File: src/bgw_cfg.svh
// register map, field positions, reset values and timing counts
`ifndef BGW_CFG_SVH
`define BGW_CFG_SVH

// ==================================================================
// register offsets (byte addresses, one word each)
`define BGW_CONFIG_OFS      8'h00
`define BGW_IRQ_STATUS_OFS  8'h04
`define BGW_IRQ_MASK_OFS    8'h08
`define BGW_FRAME_TIME_OFS  8'h0c
`define BGW_GAP_COUNT_OFS   8'h10

// ==================================================================
// option bit positions in the config register
`define BGW_GAP_EN_BIT      5
`define BGW_WDOG_EN_BIT     4
`define BGW_SYNC_SRC_BIT    3
`define BGW_FORCE_EVEN_BIT  2

// interrupt bit positions (status and mask share the layout)
`define BGW_IRQ_WDOG_BIT    0
`define BGW_IRQ_LAUNCH_BIT  1

// message control word bit selecting the counter as sync source
`define BGW_CTRL_SYNC_CTR_BIT 15

// ==================================================================
// reset values
`define BGW_CONFIG_RST      6'h00
`define BGW_IRQ_RST         2'h0

// ==================================================================
// timing: one microsecond tick from the 25 ns clock
`define BGW_CLK_PERIOD_NS   25
`define BGW_USEC_NS         1000
`define BGW_USEC_CYCLES     (`BGW_USEC_NS / `BGW_CLK_PERIOD_NS)

`endif

File: src/bgw_pkg.sv
// types shared by the gap, watchdog and sync option logic
package bgw_pkg;

  // ================================================================
  // message pacing states, gray coded along idle -> run -> wait
  typedef enum logic [1:0] {
    BGW_GAP_IDLE = 2'b00,
    BGW_GAP_RUN  = 2'b01,
    BGW_GAP_WAIT = 2'b11
  } bgw_gap_state_type;

  // ================================================================
  // whole state of the top module
  typedef struct packed {
    logic [5:0]        usecDiv;
    logic              wrPend;
    logic [7:0]        wrAddr;
    logic [31:0]       rdData;
    logic [5:0]        optBits;
    logic [1:0]        irqStatus;
    logic [1:0]        irqMask;
    bgw_gap_state_type gapState;
    logic              gapExpired;
    logic              launch;
    logic              syncValid;
    logic              syncStore;
    logic [15:0]       syncWord;
  } bgw_top_state_type;

  // whole state of one microsecond countdown
  typedef struct packed {
    logic [15:0] count;
  } bgw_timer_state_type;

endpackage : bgw_pkg

File: src/bgw_timer_if.sv
// signals between the control logic and one microsecond countdown
`timescale 1ns/1ps
interface bgw_timer_if;
  logic        load;
  logic [15:0] loadValue;
  logic        tick;
  logic [15:0] count;
  logic        zero;

  modport ctl (output load, output loadValue, output tick, input count, input zero);
  modport tmr (input load, input loadValue, input tick, output count, output zero);
endinterface : bgw_timer_if

File: src/bgw_usec_timer.sv
// loadable countdown stepping once per microsecond tick
`timescale 1ns/1ps
module bgw_usec_timer
  import bgw_pkg::*;
(
  input  wire logic clk,
  input  wire logic resetn,
  bgw_timer_if.tmr  tif
);

  bgw_timer_state_type stateReg;
  bgw_timer_state_type stateNext;

  // ================================================================
  // countdown: load wins over a tick in the same cycle
  always_comb begin
    stateNext = stateReg;
    if (tif.load) begin
      stateNext.count = tif.loadValue;
    end else if (tif.tick && (stateReg.count != 16'h0000)) begin
      stateNext.count = stateReg.count - 16'h0001;
    end
  end

  // pulse on the step from one to zero only, not while resting at zero
  assign tif.zero  = tif.tick && !tif.load && (stateReg.count == 16'h0001);
  assign tif.count = stateReg.count;

  // ================================================================
  always_ff @(posedge clk or negedge resetn) begin
    if (!resetn) begin
      stateReg <= '0;
    end else begin
      stateReg <= stateNext;
    end
  end

endmodule : bgw_usec_timer

File: src/bgw_option_ctrl.sv
// message gap pacing, frame watchdog and sync word source options
//
// Summary of operation
// - gap timer off: no added delay between messages
// - gap timer on: countdown decrements every microsecond
// - next message starts when countdown steps one-to-zero
// - gap already elapsed: launch right after completion
// - watchdog on and enabled: flag on frame one-to-zero
// - source option affects only sync-with-data command
// - option on, bit 15 clear: word from data block
// - option on, bit 15 set: send and store counter
// - option off: word always from data block
// - force-even clears counter word least significant bit
// - force-even clear: counter word sent unaltered
//
// register map, one word each; unmapped offsets read as zero
//   0x00 option bits: 5 gap timer, 4 watchdog, 3 sync source, 2 even word
//   0x04 interrupt status, write one to clear: 0 watchdog, 1 launched
//   0x08 interrupt mask, same layout; bit 0 also arms the watchdog
//   0x0c frame time: a write loads the countdown, a read gives the count
//   0x10 gap count: read only, the running countdown
// the slave never inserts wait states; read data is fetched in the
// address phase and stands in a flop for the whole data phase
`timescale 1ns/1ps
`include "bgw_cfg.svh"
module bgw_option_ctrl
  import bgw_pkg::*;
#(
  // clocks per microsecond; the 6-bit divider caps it at 64
  parameter int unsigned USEC_CYCLES = `BGW_USEC_CYCLES
)
(
  input  wire logic        clk,
  input  wire logic        resetn,
  // AHB-Lite register slave
  input  wire logic        hsel,
  input  wire logic [31:0] haddr,
  input  wire logic [1:0]  htrans,
  input  wire logic        hwrite,
  input  wire logic [2:0]  hsize,
  input  wire logic [31:0] hwdata,
  input  wire logic        hready,
  output logic             hreadyout,
  output logic             hresp,
  output logic [31:0]      hrdata,
  output logic             irq,
  // message sequencer side
  input  wire logic        msgStart,
  input  wire logic [15:0] msgGapTime,
  input  wire logic        msgDone,
  output logic             launchNext,
  input  wire logic        frameTimeLoad,
  input  wire logic [15:0] frameTimeValue,
  // synchronize-with-data word selection
  input  wire logic        syncReq,
  input  wire logic        syncModeCode,
  input  wire logic [15:0] ctrlWord,
  input  wire logic [15:0] ramSyncWord,
  input  wire logic [31:0] timeBase,
  output logic             syncWordValid,
  output logic [15:0]      syncWord,
  output logic             syncWriteBack
);

  localparam logic [5:0] USEC_LAST = 6'(USEC_CYCLES - 1);

  // whole state of the block as one packed struct
  bgw_top_state_type stateReg;
  bgw_top_state_type stateNext;

  // the gap and frame microsecond countdowns
  bgw_timer_if gapTif ();
  bgw_timer_if frameTif ();

  // decoded enables and interrupt event vectors
  logic        usecTick;
  logic        addrPhase;
  logic        busFrameWr;
  logic        statusWr;
  logic        gapEnable;
  logic        wdogEnable;
  logic        fromCounter;
  logic [1:0]  irqSet;
  logic [1:0]  irqClr;

  // ================================================================
  // helpers

  // read value of one register offset; unmapped offsets read zero
  function automatic logic [31:0] regRead(input logic [7:0]        ofs,
                                          input bgw_top_state_type s,
                                          input logic [15:0]       gapCount,
                                          input logic [15:0]       frameCount);
    logic [31:0] v;
    v = 32'h0000_0000;
    case (ofs)
      `BGW_CONFIG_OFS:     v = {26'h0000000, s.optBits[5:2], 2'b00};
      `BGW_IRQ_STATUS_OFS: v = {30'h00000000, s.irqStatus};
      `BGW_IRQ_MASK_OFS:   v = {30'h00000000, s.irqMask};
      `BGW_FRAME_TIME_OFS: v = {16'h0000, frameCount};
      `BGW_GAP_COUNT_OFS:  v = {16'h0000, gapCount};
      default:             v = 32'h0000_0000;
    endcase
    return v;
  endfunction : regRead

  // word for the sync command, counter or data block, even if asked
  function automatic logic [15:0] pickSyncWord(input logic        useCounter,
                                               input logic        forceEven,
                                               input logic [15:0] counterLow,
                                               input logic [15:0] blockWord);
    logic [15:0] w;
    w = blockWord;
    if (useCounter) begin
      w = counterLow;
      if (forceEven) begin
        w[0] = 1'b0;
      end
    end
    return w;
  endfunction : pickSyncWord

  // a pending data phase write that targets one register offset
  function automatic logic wrHits(input bgw_top_state_type s,
                                  input logic [7:0]        ofs);
    return s.wrPend && (s.wrAddr == ofs);
  endfunction : wrHits

  // ================================================================
  // bus decode and shared enables
  assign addrPhase  = hsel && hready && htrans[1];
  assign busFrameWr = wrHits(stateReg, `BGW_FRAME_TIME_OFS);
  assign statusWr   = wrHits(stateReg, `BGW_IRQ_STATUS_OFS);
  assign gapEnable  = stateReg.optBits[`BGW_GAP_EN_BIT];
  assign wdogEnable = stateReg.optBits[`BGW_WDOG_EN_BIT];
  // free-running divider: the first microsecond after a load is cut
  // short by its phase, so a gap of N lasts N-1 to N microseconds
  assign usecTick   = (stateReg.usecDiv == USEC_LAST);

  // only the sync-with-data command may take the counter
  assign fromCounter = syncModeCode
                       && stateReg.optBits[`BGW_SYNC_SRC_BIT]
                       && ctrlWord[`BGW_CTRL_SYNC_CTR_BIT];

  // ================================================================
  // countdown wiring: gap loaded per message, frame by reload
  assign gapTif.load        = msgStart && gapEnable;
  assign gapTif.loadValue   = msgGapTime;
  assign gapTif.tick        = usecTick && gapEnable;
  // a bus write of the frame time has priority over a sequencer reload
  assign frameTif.load      = busFrameWr || frameTimeLoad;
  assign frameTif.loadValue = busFrameWr ? hwdata[15:0] : frameTimeValue;
  // the frame count runs whether or not the watchdog is armed
  assign frameTif.tick      = usecTick;

  bgw_usec_timer gapTimer (
    .clk    (clk),
    .resetn (resetn),
    .tif    (gapTif)
  );

  bgw_usec_timer frameTimer (
    .clk    (clk),
    .resetn (resetn),
    .tif    (frameTif)
  );

  // ================================================================
  // interrupt events and write-one-to-clear requests
  always_comb begin
    irqSet = 2'b00;
    irqClr = 2'b00;
    // the mask doubles as the watchdog interrupt enable
    irqSet[`BGW_IRQ_WDOG_BIT] = frameTif.zero && wdogEnable
                                && stateReg.irqMask[`BGW_IRQ_WDOG_BIT];
    // every launch pulse is an event of its own
    irqSet[`BGW_IRQ_LAUNCH_BIT] = stateReg.launch;
    if (statusWr) begin
      irqClr = hwdata[1:0];
    end
  end

  // ================================================================
  // next-state logic
  always_comb begin
    stateNext           = stateReg;
    stateNext.launch    = 1'b0;
    stateNext.syncValid = 1'b0;
    stateNext.syncStore = 1'b0;

    // microsecond divider
    stateNext.usecDiv = usecTick ? 6'h00 : stateReg.usecDiv + 6'h01;

    // bus data phase write
    stateNext.wrPend = 1'b0;
    if (stateReg.wrPend) begin
      case (stateReg.wrAddr)
        `BGW_CONFIG_OFS:   stateNext.optBits = {hwdata[5:2], 2'b00};
        `BGW_IRQ_MASK_OFS: stateNext.irqMask = hwdata[1:0];
        // status clears and frame loads act through irqClr and the timer
        default:           stateNext.optBits = stateReg.optBits;
      endcase
    end

    // bus address phase; read data is fetched here so it sits in a flop
    if (addrPhase) begin
      stateNext.wrPend = hwrite;
      stateNext.wrAddr = haddr[7:0];
      if (!hwrite) begin
        stateNext.rdData = regRead(haddr[7:0], stateReg, gapTif.count, frameTif.count);
      end
    end

    // set wins over a clear in the same cycle
    stateNext.irqStatus = (stateReg.irqStatus & ~irqClr) | irqSet;

    // gap elapsed tracking; a zero gap counts as elapsed at once
    if (msgStart) begin
      stateNext.gapExpired = (msgGapTime == 16'h0000);
    end else if (gapTif.zero) begin
      stateNext.gapExpired = 1'b1;
    end

    // message pacing
    case (stateReg.gapState)
      BGW_GAP_IDLE: begin
        // a completion with no message running is ignored
        if (msgStart) begin
          stateNext.gapState = BGW_GAP_RUN;
        end
      end
      BGW_GAP_RUN: begin
        if (msgDone) begin
          if (!gapEnable) begin
            stateNext.launch   = 1'b1;
            stateNext.gapState = BGW_GAP_IDLE;
          end else if (stateReg.gapExpired || gapTif.zero) begin
            stateNext.launch   = 1'b1;
            stateNext.gapState = BGW_GAP_IDLE;
          end else begin
            stateNext.gapState = BGW_GAP_WAIT;
          end
        end
      end
      BGW_GAP_WAIT: begin
        if (msgStart) begin
          // a message started early takes over with its own gap
          stateNext.gapState = BGW_GAP_RUN;
        end else if (gapTif.zero || !gapEnable) begin
          // dropping the enable mid-wait releases the message too
          stateNext.launch   = 1'b1;
          stateNext.gapState = BGW_GAP_IDLE;
        end
      end
      default: begin
        stateNext.gapState = BGW_GAP_IDLE;
      end
    endcase

    // sync word selection, answered one cycle after the request
    if (syncReq) begin
      stateNext.syncValid = 1'b1;
      stateNext.syncStore = fromCounter;
      stateNext.syncWord  = pickSyncWord(fromCounter,
                                         stateReg.optBits[`BGW_FORCE_EVEN_BIT],
                                         timeBase[15:0], ramSyncWord);
    end
  end

  // ================================================================
  // state register
  always_ff @(posedge clk or negedge resetn) begin
    if (!resetn) begin
      stateReg           <= '0;
      stateReg.optBits   <= `BGW_CONFIG_RST;
      stateReg.irqStatus <= `BGW_IRQ_RST;
      stateReg.irqMask   <= `BGW_IRQ_RST;
      stateReg.gapState  <= BGW_GAP_IDLE;
    end else begin
      stateReg <= stateNext;
    end
  end

  // ================================================================
  // bus response; zero wait states, so the slave is always ready
  assign hreadyout     = 1'b1;
  assign hresp         = 1'b0;
  assign hrdata        = stateReg.rdData;

  // level interrupt, high while any unmasked status bit stands
  assign irq           = |(stateReg.irqStatus & stateReg.irqMask);

  // launch pulse to the sequencer, straight from its flop
  assign launchNext    = stateReg.launch;

  // sync answer; the word holds until the next request is answered
  assign syncWordValid = stateReg.syncValid;
  assign syncWord      = stateReg.syncWord;
  assign syncWriteBack = stateReg.syncStore;

endmodule : bgw_option_ctrl

File: config.mk
export PLATFORM = sky130hd
export DESIGN_NAME = bgw_option_ctrl
export DESIGN_NICKNAME = d
export VERILOG_FILES = /design/src/bgw_pkg.sv /design/src/bgw_timer_if.sv /design/src/bgw_usec_timer.sv /design/src/bgw_option_ctrl.sv
export VERILOG_INCLUDE_DIRS = /design/src
export SDC_FILE = /design/constraint.sdc
export NUM_CORES = 1
export LEC_CHECK = 0
export BUFFER_PORTS_ARGS = -buffer_cell sky130_fd_sc_hd__buf_4
export CAP_MARGIN = 20
export CORE_UTILIZATION = 49
export CTS_CLUSTER_SIZE = 20
export DETAILED_ROUTE_END_ITERATION = 8
export PLACE_DENSITY = 0.81
export SYNTH_ARGS = -nofsm -noshare
export SYNTH_HDL_FRONTEND = slang
export SYNTH_SLANG_ARGS = --single-unit
export TNS_END_PERCENT = 20
File: constraint.sdc
create_clock -name clk -period 2.7 [get_ports clk]
set_input_delay 0.27 -clock clk [delete_from_list [all_inputs] [get_ports clk]]
set_output_delay 0.27 -clock clk [all_outputs]
set_load 0.01 [all_outputs]
### Word level (Yosys, flattened, before mapping)

Index checks and enable logic that the tools add are counted.

| cells by class | value |
|---|---|
| bitwise operators | 5 |
| $add $sub $neg | 3 |
| reduce and logical (&&, ||, !) cells | 36 |
| mux-type cells | 28 |
| eq/ne operators | 15 |

Operators by type and width:

| operator | number |
|---|---|
| two-way mux 16 bit | 6 |
| one-hot mux 16 bit (5 select lines) | 1 |
| two-way mux 41 bit | 1 |
| == test 16 x 1 -> 1 bit (second input constant) | 2 |
| == test 8 x 4 -> 1 bit (second input constant) | 4 |
| two-way mux 32 bit | 1 |
| nonzero test 16 bit | 2 |
| subtractor 16 x 1 -> 16 bit (second input constant) | 2 |
| two-way mux 18 bit | 1 |
| == test 8 x 3 -> 1 bit (second input constant) | 2 |
| logical AND 1 bit | 16 |
| zero test 16 bit | 1 |
| zero test 8 bit | 2 |
| two-way mux 2 bit | 7 |
| == test 8 x 5 -> 1 bit (second input constant) | 1 |
| two-way mux 1 bit | 8 |
| adder 6 x 1 -> 6 bit (second input constant) | 1 |
| == test 6 bit (second input constant) | 1 |
| two-way mux 6 bit | 1 |
| one-hot mux 2 bit (3 select lines) | 1 |
| AND reduction 2 bit | 3 |
| nonzero test 2 bit | 3 |
| bitwise AND 2 bit | 2 |
| != test 2 bit (second input constant) | 2 |
| other kinds (12) | 16 |

| word-level totals | value |
|---|---|
| bits of input ports | 175 |
| output and inout bits | 54 |
| register bits after elaboration | 109 |
| word-level logic and storage cells | 102 |

### Depth between registers and ports, before layout

Gate-level depths: netlist (run 1).

| depth | value |
|---|---|
| depth in word-level cells | 9 |
| mapped depth | 8 |
| gate-level depth less buffers | 7 |

### Hierarchy

A second synthesis (run 1) with hierarchy kept.

| unflattened totals | value |
|---|---|
| cell total of the unflattened synthesis | 579 |
| area, all modules | 5495.3 um^2 |

Modules (own cells, without submodules):

| module | sequential area each (um^2) | area an instance (um^2) | cells an instance | instances |
|---|---|---|---|---|
| bgw_option_ctrl | 1526.5 | 3404.5 | 333 | 1 |
| bgw_usec_timer at gapTimer | 400.4 | 1057.3 | 125 | 1 |
| bgw_usec_timer at frameTimer | 400.4 | 1033.5 | 121 | 1 |

### Worst setup path after synthesis (run 1)

No wires, ideal clock.

| timing path | value |
|---|---|
| kind | register to register |
| start point | register gapTimer.stateReg, in the netlist gapTimer.tif.count[0] |
| end point | register gapTimer.stateReg, in the netlist gapTimer.tif.count[10] |
| arrival time | 2044 ps |
| data required time | 2563 ps |
| buffers on the path | 1 |
| stages on the path, launching flop included | 9 |
| period minus slack after synthesis | 2181 ps |
| library setup time | 137 ps |
| setup slack | 519 ps |
| cells stage by stage | dfrtp_1 > inv_1 > ha_1 > nor2b_1 > and3b_1 > clkbuf_1 > or4_1 > o311ai_0 > nand3_1 |

| between the ends | value |
|---|---|
| word-level cells in the longest chain between the ends | 3 |
| elaborated cells between the ends (all ways) | 6 |
| those cells by class | add/sub (1); mux (2); reduce/logical (3) |

Ends and longest elaborated chain:

| item | RTL line | RTL |
|---|---|---|
| start, declared | bgw_usec_timer.sv:11 | `bgw_timer_state_type stateReg;` |
| start signal, assigned | bgw_usec_timer.sv:34 | `stateReg <= stateNext;` |
| subtractor 16 x 1 -> 16 bit or nonzero test 16 bit (tied branches) | bgw_usec_timer.sv:21, bgw_usec_timer.sv:20 |  |
| two-way mux 16 bit or logical AND 1 bit (tied branches) | bgw_usec_timer.sv:20 | `end else if (tif.tick && (stateReg.count != 16'h0000)) begin` |
| two-way mux 16 bit or nonzero test 2 bit (tied branches) | n/a |  |

Several ways; a longest one is shown, not always the timed one. The select of a mux whose other input is x is not followed.
A chain may end at the register's enable or synchronous reset.

### Worst setup path in the final report (run 1)

| timing path | value |
|---|---|
| start point | register frameTimer.stateReg, in the netlist frameTimer.tif.count[0] |
| end point | register frameTimer.stateReg, in the netlist frameTimer.tif.count[8] |

| between the ends | value |
|---|---|
| word-level cells in the longest chain between the ends | 3 |
| elaborated cells between the ends (all ways) | 6 |
| those cells by class | add/sub (1); mux (2); reduce/logical (3) |

Ends and longest elaborated chain:

| item | RTL line |
|---|---|
| start, declared | bgw_usec_timer.sv:11 |
| start signal, assigned | bgw_usec_timer.sv:34 |
| subtractor 16 x 1 -> 16 bit or nonzero test 16 bit (tied branches) | bgw_usec_timer.sv:21, bgw_usec_timer.sv:20 |
| two-way mux 16 bit or logical AND 1 bit (tied branches) | bgw_usec_timer.sv:20 |
| two-way mux 16 bit or nonzero test 2 bit (tied branches) | n/a |

Several ways; a longest one is shown, not always the timed one. The select of a mux whose other input is x is not followed.

==> results of run 1 <==
[final cells by class]
cell class | count | area [um^2]
Inverter | 12 | 45.04
Multi-Input combinational cell | 422 | 2684
Clock buffer | 10 | 127.6
Clock inverter | 5 | 85.08
Sequential cell | 93 | 2327
Tap cell | 140 | 175.2
Fill cell | 936 | 4318
Timing Repair Buffer | 148 | 1126
[registers in the layout (all words and copies together) (netlist names), 16 cells and up]
signal,flops
hrdata,16
syncWord,16
gapTimer.tif.count,16
stateReg,25
frameTimer.tif.count,16
[power by group]
group	total [uW]	switching, uW	leakage (uW)	internal, uW
Sequential	1700	177	0.00114	1520
Clock	1030	511	0.000103	522
Combinational	628	311	0.00171	316
Total	3360	999	0.00296	2360
[through the flow]
| step | util | hold WS, ps | std cells | area (um^2) | power (uW) |
|---|---|---|---|---|---|
| floorplan | - | -25.59 | 607 | 5547 | 2054 |
| global placement | 0.5830 | 342.9 | 814 | 6347 | 2304 |
| detailed placement | 0.5830 | 351.9 | 814 | 6347 | 2338 |
| CTS | 0.6034 | 95.20 | 830 | 6570 | 3353 |
| global route | 0.6034 | 107.4 | 830 | 6570 | 3503 |
| finish | 0.6034 | 94.28 | 830 | 6570 | 3359 |
[kinds of logic after synthesis]
logic type	share of synthesized area
compound gates	0.1751
xor+xnor	0.02235
fa+ha+maj	0.01596
buf+inv	0.09760
flops	0.4242
mux	0.05815
other cells	0.001369
simple gates	0.2052
[synth_stat cells, drive strengths merged, types with 12 or more instances]
library cell  count  share of area
inv              12         0.0082
buf              53          0.071
o21ai            41          0.037
nand2            47          0.032
nor4             22          0.028
nor2             43          0.029
dfrtp            93           0.42
mux2             15          0.031
mux2i            15          0.027
a22oi            26          0.036
nand3            22          0.020
clkbuf           27          0.018
a21oi            27          0.025
[worst max-delay path: cells and delay by family (launching register included)]
family | cells | cell delay [ps]
AOI/OAI and AO/OA | 2 | 350
adders and majority gates | 1 | 140
buffers and inverters | 1 | 120
DFF | 1 | 490
and+or+nand+nor | 3 | 1350
[per-layer routing]
| metal | GRT usage | vias to the layer above | wire length, um | share of wire |
|---|---|---|---|---|
| met4 | 0.1233 | 0 | 397 | 0.027 |
| met5 | 0 | - | 0 | 0 |
| met1 | 0.3393 | 2402 | 5899 | 0.40 |
| met2 | 0.4396 | 250 | 7327 | 0.50 |
| met3 | 0.02058 | 38 | 1052 | 0.072 |
| li1 | - | 2319 | - | - |
[worst paths after layout]
kind | from | end | cells past startpoint
hold / removal | hwdata[7] | frameTimer.tif.count[7] | 3
min in group asynchronous | resetn | gapTimer.tif.count[9] | 2
setup / recovery | frameTimer.tif.count[0] | frameTimer.tif.count[8] | 7
hold reg to reg | stateReg[73] | stateReg[73] | 1
setup reg to reg | frameTimer.tif.count[0] | frameTimer.tif.count[8] | 7
max in group asynchronous | resetn | stateReg[78] | 3
[timing repair]
item / CTS / global route
gates resized for setup: 0 / 0
hold endpoints to repair: 49 / 0
setup endpoints to repair: 0 / 0
hold buffers: 1 / 0
==> results.sh, run 1 <==
export IMPL_run_status="finished, final reports clean"
export IMPL_clock_sinks=93
export IMPL_postRouteAntennaNets=0
export IMPL_slew_headroom=0.5374
export IMPL_worstPathRequired_ps=2970
export IMPL_area_delta_synth_final_pct=19.75
export IMPL_maxCapViolCount=0
export IMPL_max_stage_delay_ps=510
export IMPL_fmaxAchievable_ghz=0.3923
export IMPL_p_leak_uw=0.002955
export IMPL_drt_pass1_iterations=5
export IMPL_vias=5009
export IMPL_synth_edf_count=0
export IMPL_power_density_nw_per_um2=511.2
export IMPL_core_um2=10890
export IMPL_critPathArrivalTime_ps=2820
export IMPL_grt_usage=0.2607
export IMPL_cts_tree="yes"
export IMPL_synth_seq_cells=93
export IMPL_final_common_cell="buf_4"
export IMPL_num_rows=38
export IMPL_grt_pass1_vias=4745
export IMPL_crit_slowest_cell="or4b_4"
export IMPL_initial_core_util=0.5039
export IMPL_final_cell_mix="buf_4 (146), dfrtp_1 (93), nand2_1 (47), nor2_1 (43), o21ai_0 (40)"
export IMPL_worst_slew_pin_slew_ps=684.6
export IMPL_path_clk_slew_ps=90
export IMPL_min_period_ps=2549
export IMPL_cp_max_fo=8
export IMPL_cts_root_buffer="clkbuf_8"
export IMPL_hold_viol=0
export IMPL_dp_hpwl_mm=11.02
export IMPL_rsz0062_at_grt="false"
export IMPL_antenna_found_initial=0
export IMPL_clk_latency_ps=370
export IMPL_finalCritPeriodShare=0.9442
export IMPL_nets=868
export IMPL_fin_setup_tns_ps=0
export IMPL_start_kind="register"
export IMPL_hp_class="in -> reg"
export IMPL_die_area_um2=11620
export IMPL_wl_per_cell_um=17.68
export IMPL_ir_worst_vdd_mv=0.3013
export IMPL_critPathCaptureType="register"
export IMPL_syn_area_um2=5487
export IMPL_drcViolationCount=0
export IMPL_die_x_um=107.8
export IMPL_ys_seq_area_frac=0.4242
export IMPL_post_place_ws_ps=239.5
export IMPL_postSynthAreaPerCell_um2=9.283
export IMPL_r2r_slack_ps=150
export IMPL_grt_max_degree=51
export IMPL_cts_setup_buffers=0
export IMPL_fin_skew_ps=9.857
export IMPL_place_congestion=0.9529
export IMPL_cp_cell_sequence="inv_1, ha_1, or4b_4, or4_4, nand2_1, a32oi_1, o22a_2"
export IMPL_die_h_um=107.8
export IMPL_grt_pass1_wl_mm=23.47
export IMPL_first_iter_violations=379
export IMPL_layout_setup_ws_ps=150.7
export IMPL_synth_async_reset_ratio=1.000
export IMPL_cts_buffers=9
export IMPL_synth_top_flop_cell="dfrtp_1"
export IMPL_slew_violations=0
export IMPL_h_tree_depth=3
export IMPL_antenna_cells=0
export IMPL_drive_gt1_frac=0.2754
export IMPL_setup_viol=0
export IMPL_netlist_instances=591
export IMPL_grt_ovfl_total=0
export IMPL_yosys_cell_types_count=65
export IMPL_drt_total_wl_mm=14.68
export IMPL_avgViaCountPerCell=6.035
export IMPL_yosys_warnings=0
export IMPL_cts_path_max_buffers=2
export IMPL_crit_type="reg -> reg"
export IMPL_io_pins=229
export IMPL_portBuffers=135
Note: power is estimated with default switching activity, not from simulation.
==> inputs of run 2 (changes only) <==
--- a/config.mk
+++ b/config.mk
@@ -8,10 +8,12 @@
 export LEC_CHECK = 0
 export BUFFER_PORTS_ARGS = -buffer_cell sky130_fd_sc_hd__buf_4
 export CAP_MARGIN = 20
-export CORE_UTILIZATION = 49
+export CELL_PAD_IN_SITES_DETAIL_PLACEMENT = 0
+export CELL_PAD_IN_SITES_GLOBAL_PLACEMENT = 1
+export CORE_UTILIZATION = 35
 export CTS_CLUSTER_SIZE = 20
 export DETAILED_ROUTE_END_ITERATION = 8
-export PLACE_DENSITY = 0.81
+export PLACE_DENSITY_LB_ADDON = 0.1
 export SYNTH_ARGS = -nofsm -noshare
 export SYNTH_HDL_FRONTEND = slang
 export SYNTH_SLANG_ARGS = --single-unit
==> results.sh, run 2 (synthesized netlist as in run 1, its figures left out) <==
export IMPL_ir_worst_vdd_mv=0.3387
export IMPL_initial_core_util=0.3596
export IMPL_whs_endpoint="frameTimer.tif.count[7]"
export IMPL_grt_usage=0.2007
export IMPL_hp_class="in -> reg"
export IMPL_fin_setup_tns_ps=0
export IMPL_totalPowerFinal_uw=3571
export IMPL_finalCritPeriodShare=0.8929
export IMPL_crit_type="reg -> reg"
export IMPL_p_int_uw=2530
export IMPL_hold_path_depth=3
export IMPL_largest_register="stateReg"
export IMPL_clk_latency_ps=350
export IMPL_final_cell_mix="buf_4 (157), dfrtp_1 (93), nand2_1 (47), nor2_1 (43), o21ai_0 (40)"
export IMPL_power_frac_comb=0.186
export IMPL_h_tree_depth=3
export IMPL_drcViolationCount=0
export IMPL_reg2reg_from="frameTimer.tif.count[1]"
export IMPL_first_iter_violations=251
export IMPL_grtUsageMet1=0.2812
export IMPL_cts_root_buffer="clkbuf_16"
export IMPL_grt_pass1_wl_mm=25.14
export IMPL_r2r_slack_ps=290
export IMPL_largest_reg_flops=25
export IMPL_switching_share=0.2916
export IMPL_power_clock_fraction=0.345
export IMPL_place_congestion=0.8616
export IMPL_setup_viol=0
export IMPL_clock_sinks=93
export IMPL_slew_headroom=0.5290
export IMPL_seqPwrFrac=0.469
export IMPL_cts_setup_buffers=0
export IMPL_num_rows=45
export IMPL_postRouteAntennaNets=0
export IMPL_use_met3=0.02806
export IMPL_fin_cells=913
export IMPL_fin_skew_ps=10.93
export IMPL_wl_per_cell_um=17.14
export IMPL_cp_num_cells=7
export IMPL_max_stage_delay_ps=510
export IMPL_grt_met2_usage=0.3161
export IMPL_p_switching_uw=1041
export IMPL_hold_viol=0
export IMPL_post_cts_resized=0
export IMPL_p_leak_uw=0.003048
export IMPL_die_area_um2=16180
export IMPL_reg2reg_to="frameTimer.tif.count[6]"
export IMPL_min_period_ps=2411
export IMPL_grt_max_degree=57
export IMPL_nets=879
export IMPL_path_clk_slew_ps=70
export IMPL_final_common_cell="buf_4"
export IMPL_drive_gt1_frac=0.2892
export IMPL_run_status="finished, final reports clean"
export IMPL_power_density_nw_per_um2=523.9
export IMPL_critPathCaptureType="register"
export IMPL_vias=4876
export IMPL_worst_slew_pin_slew_ps=700.1
export IMPL_rsz0062_at_grt="false"
export IMPL_rr_worst_depth=7
export IMPL_io_pins=229
export IMPL_cts_path_max_buffers=2
export IMPL_cts_buffers=9
export IMPL_crit_slowest_cell="or4b_4"
export IMPL_core_um2=15260
export IMPL_antenna_cells=0
export IMPL_start_kind="register"
export IMPL_drt_total_wl_mm=15.65
export IMPL_slew_violations=0
export IMPL_fmaxAchievable_ghz=0.4148
export IMPL_place_inst=896
export IMPL_die_x_um=127.2
export IMPL_antenna_found_initial=0
export IMPL_worstPathRequired_ps=2970
export IMPL_worstHoldStart="hwdata[7]"
export IMPL_avgViaCountPerCell=5.341
export IMPL_gr_max_usage_layer="met2"
export IMPL_critPathArrivalTime_ps=2680
export IMPL_grt_pass1_vias=4700
export IMPL_area_delta_synth_final_pct=24.24
export IMPL_maxCapViolCount=0
export IMPL_crit_family="simple AND/OR/NAND/NOR gates"
export IMPL_cp_max_fo=8
export IMPL_cp_buffers_inverters=1
export IMPL_hold_buffers=1
export IMPL_cts_tree="yes"
export IMPL_cp_cell_sequence="inv_1, ha_1, or4b_4, or4_4, nand2_1, o21ai_0, a31oi_1"
export IMPL_dp_hpwl_mm=11.79
export IMPL_portBuffers=135
export IMPL_grt_ovfl_total=0
export IMPL_drt_pass1_iterations=5
export IMPL_die_h_um=127.2
==> run 2: worst max path at each step <==
stage	from	endpoint	slack, ps
final	frameTimer.tif.count[1]	frameTimer.tif.count[6]	290
after global routing	gapTimer.tif.count[1]	gapTimer.tif.count[10]	110
after CTS	frameTimer.tif.count[1]	frameTimer.tif.count[8]	320
after detailed placement	frameTimer.tif.count[1]	frameTimer.tif.count[8]	330
after global placement	frameTimer.tif.count[7]	frameTimer.tif.count[8]	320
after floorplan	gapTimer.tif.count[0]	gapTimer.tif.count[10]	520
==> run 2: layer usage <==
layer  routed length (um)  vias to the layer above
met4                  279                        0
met5                    0                        -
met3                  643                       18
met2                 7214                      145
li1                     -                     2340
met1                 7511                     2373
==> run 2: stage by stage <==
stage          worst slack, ps  hold WS, ps    util  area [um^2]
4_1_cts                  318.2        119.3  0.4467         6817
6_report                 289.2        126.4  0.4467         6817
2_1_floorplan            519.0       -25.59       -         5547
3_5_place_dp             327.1        282.9  0.4272         6519
3_3_place_gp             324.0        276.3  0.4272         6519
5_1_grt                  107.1        144.4  0.4467         6817
==> run 2: area by class of cell <==
class / instances / area, um^2
fillers: 1513 / 8442
multi-input cells: 422 / 2684
flip-flops and latches: 93 / 2327
repair buffers: 159 / 1209
well taps: 211 / 264.0
clock buffers: 11 / 252.7
inverters: 12 / 45.04
clock inverters: 5 / 35.03
==> run 2: worst min-delay path, cell delays in order <==
cell and delay (ps):
buf_4 80, nand2_1 40, o21ai_0 60
==> run 2: power by group through the flow <==
stage	clock [uW]	combinational, uW	sequential, uW
after floorplan	0	403	1650
after global placement	0	654	1690
after detailed placement	0	666	1700
after CTS	1260	669	1670
after global routing	1320	739	1700
final	1230	664	1670
==> inputs of run 3 (changes only) <==
==> constraint.sdc (replaced) <==
create_clock -name clk -period 2.6 [get_ports clk]
set_input_delay 0.26 -clock clk [delete_from_list [all_inputs] [get_ports clk]]
set_output_delay 0.26 -clock clk [all_outputs]
set_load 0.01 [all_outputs]
==> results.sh, run 3 (synthesized netlist as in run 1, its figures left out) <==
export IMPL_gr_max_usage_layer="met2"
export IMPL_grt_met2_usage=0.3271
export IMPL_crit_slowest_cell="or4b_4"
export IMPL_final_cell_mix="buf_4 (167), dfrtp_1 (93), nand2_1 (47), nor2_1 (43), o21ai_0 (40)"
export IMPL_die_h_um=127.2
export IMPL_reg2reg_to="frameTimer.tif.count[8]"
export IMPL_max_stage_delay_ps=520
export IMPL_cp_cell_sequence="inv_1, ha_1, or4b_4, or4_4, nand2_1, a32oi_1, o22a_2"
export IMPL_die_x_um=127.2
export IMPL_clock_sinks=93
export IMPL_grt_max_degree=63
export IMPL_cts_path_max_buffers=2
export IMPL_grt_pass1_vias=4758
export IMPL_dp_hpwl_mm=11.99
export IMPL_setup_viol=0
export IMPL_violations="negative hold slack"
export IMPL_holdWs_ps=-22.11
export IMPL_p_leak_uw=0.003092
export IMPL_hold_buffers=0
export IMPL_fmaxAchievable_ghz=0.4148
export IMPL_drive_gt1_frac=0.2986
export IMPL_final_common_cell="buf_4"
export IMPL_critPathCaptureType="register"
export IMPL_power_frac_comb=0.185
export IMPL_finalCritPeriodShare=0.9272
export IMPL_p_int_uw=2711
export IMPL_drcViolationCount=0
export IMPL_initial_core_util=0.3596
export IMPL_final_area_um2=6882
export IMPL_run_status="finished with violations"
export IMPL_die_area_um2=16180
export IMPL_cts_buffers=9
export IMPL_crit_type="reg -> reg"
export IMPL_slew_violations=0
export IMPL_fin_skew_ps=6.771
export IMPL_grt_ovfl_total=0
export IMPL_cp_max_fo=8
export IMPL_hp_class="in -> async"
export IMPL_largest_register="stateReg"
export IMPL_vias=4857
export IMPL_use_met3=0.02848
export IMPL_largest_reg_flops=25
export IMPL_maxCapViolCount=0
export IMPL_postRouteAntennaNets=0
export IMPL_slew_headroom=0.4736
export IMPL_cts_setup_buffers=0
export IMPL_reg2reg_from="frameTimer.tif.count[1]"
export IMPL_place_inst=905
export IMPL_grt_usage=0.2044
export IMPL_grtUsageMet1=0.2810
export IMPL_first_iter_violations=295
export IMPL_fin_cells=921
export IMPL_avgViaCountPerCell=5.274
export IMPL_switching_share=0.2882
export IMPL_power_density_nw_per_um2=553.5
export IMPL_drt_total_wl_mm=15.71
export IMPL_cts_root_buffer="clkbuf_16"
export IMPL_post_cts_resized=0
export IMPL_path_clk_slew_ps=70
export IMPL_portBuffers=135
export IMPL_cts_tree="yes"
export IMPL_grt_pass1_wl_mm=25.40
export IMPL_antenna_found_initial=0
export IMPL_drt_pass1_iterations=5
export IMPL_fin_setup_tns_ps=0
export IMPL_h_tree_depth=3
export IMPL_worstPathRequired_ps=2850
export IMPL_wl_per_cell_um=17.05
export IMPL_ir_worst_vdd_mv=0.3366
export IMPL_clk_latency_ps=360
export IMPL_io_pins=229
export IMPL_critPathArrivalTime_ps=2660
export IMPL_r2r_slack_ps=190
export IMPL_num_rows=45
export IMPL_area_delta_synth_final_pct=25.43
export IMPL_min_period_ps=2411
export IMPL_seqPwrFrac=0.454
export IMPL_antenna_cells=0
export IMPL_place_area_um2=6574
export IMPL_power_clock_fraction=0.361
export IMPL_rsz0062_at_grt="false"
export IMPL_worst_slew_pin_slew_ps=789.7
export IMPL_crit_end="frameTimer.tif.count[8]"
export IMPL_core_um2=15260
export IMPL_critPathLaunch="frameTimer.tif.count[1]"
export IMPL_hold_viol=18
export IMPL_nets=887
export IMPL_place_congestion=0.8303
export IMPL_rr_worst_depth=7
export IMPL_start_kind="register"
export IMPL_p_switching_uw=1098
[run 3: cell count changes in the layout (fill, tap and decap cells not counted)]
| cell | delta |
|---|---|
| buf_4 | +10 |
| inv_6 | +2 |
| clkinv_4 | -1 |
| bufinv_16 | +1 |
| buf_12 | -1 |
| dlygate4sd3_1 | -1 |
| clkbuf_8 | -1 |
| clkinv_2 | -1 |
[run 3: worst min path at each step]
| stage | startpoint | slack [ps] | depth (start not counted) | end |
|---|---|---|---|---|
| finish | resetn | -20 | 1 | stateReg[20] |
| global route | resetn | 60 | 1 | stateReg[20] |
| CTS | resetn | 20 | 1 | gapTimer.tif.count[2] |
| detailed placement | resetn | 410 | 1 | gapTimer.tif.count[2] |
| global placement | resetn | 410 | 1 | stateReg[20] |
| floorplan | resetn | -40 | 0 | frameTimer.tif.count[0] |
[run 3: cell type report]
class,instances,area (um^2)
Multi-Input combinational cell,422,2684
Tap cell,211,264.0
Fill cell,1516,8377
Clock buffer,10,239.0
Sequential cell,93,2327
Inverter,12,45.04
Clock inverter,6,68.82
Timing Repair Buffer,167,1254
[run 3: per-stage QoR]
| step | hold slack, ps | util | power [uW] | worst slack, ps |
|---|---|---|---|---|
| floorplan | -35.59 | - | 2133 | 419.0 |
| global placement | 405.1 | 0.4308 | 2452 | 217.6 |
| detailed placement | 412.1 | 0.4308 | 2464 | 205.7 |
| CTS | 24.64 | 0.4510 | 3850 | 189.4 |
| global route | 64.85 | 0.4510 | 3998 | 7.965 |
| finish | -22.11 | 0.4510 | 3809 | 189.2 |
[run 3: power by group through the flow]
stage | Sequential (uW) | Combinational [uW] | Clock, uW
after global placement | 1750 | 699 | 0
after CTS | 1730 | 710 | 1410
after floorplan | 1710 | 419 | 0
after detailed placement | 1760 | 708 | 0
final | 1730 | 705 | 1370
after global routing | 1750 | 785 | 1460
[run 3: worst max-delay path: cells and delay by family, from the launching register on]
family	cells	cell delay, ps
AOI/OAI and AO/OA	2	320
adders and majority gates	1	150
buffers and inverters	1	110
DFF	1	380
and+or+nand+nor	3	1340
[run 3: routing by layer]
layer	part of all wire	vias up	wire length (um)
met5	0	-	0
met1	0.47	2360	7409
met2	0.47	133	7354
li1	-	2352	-
met3	0.047	12	735
met4	0.013	0	208
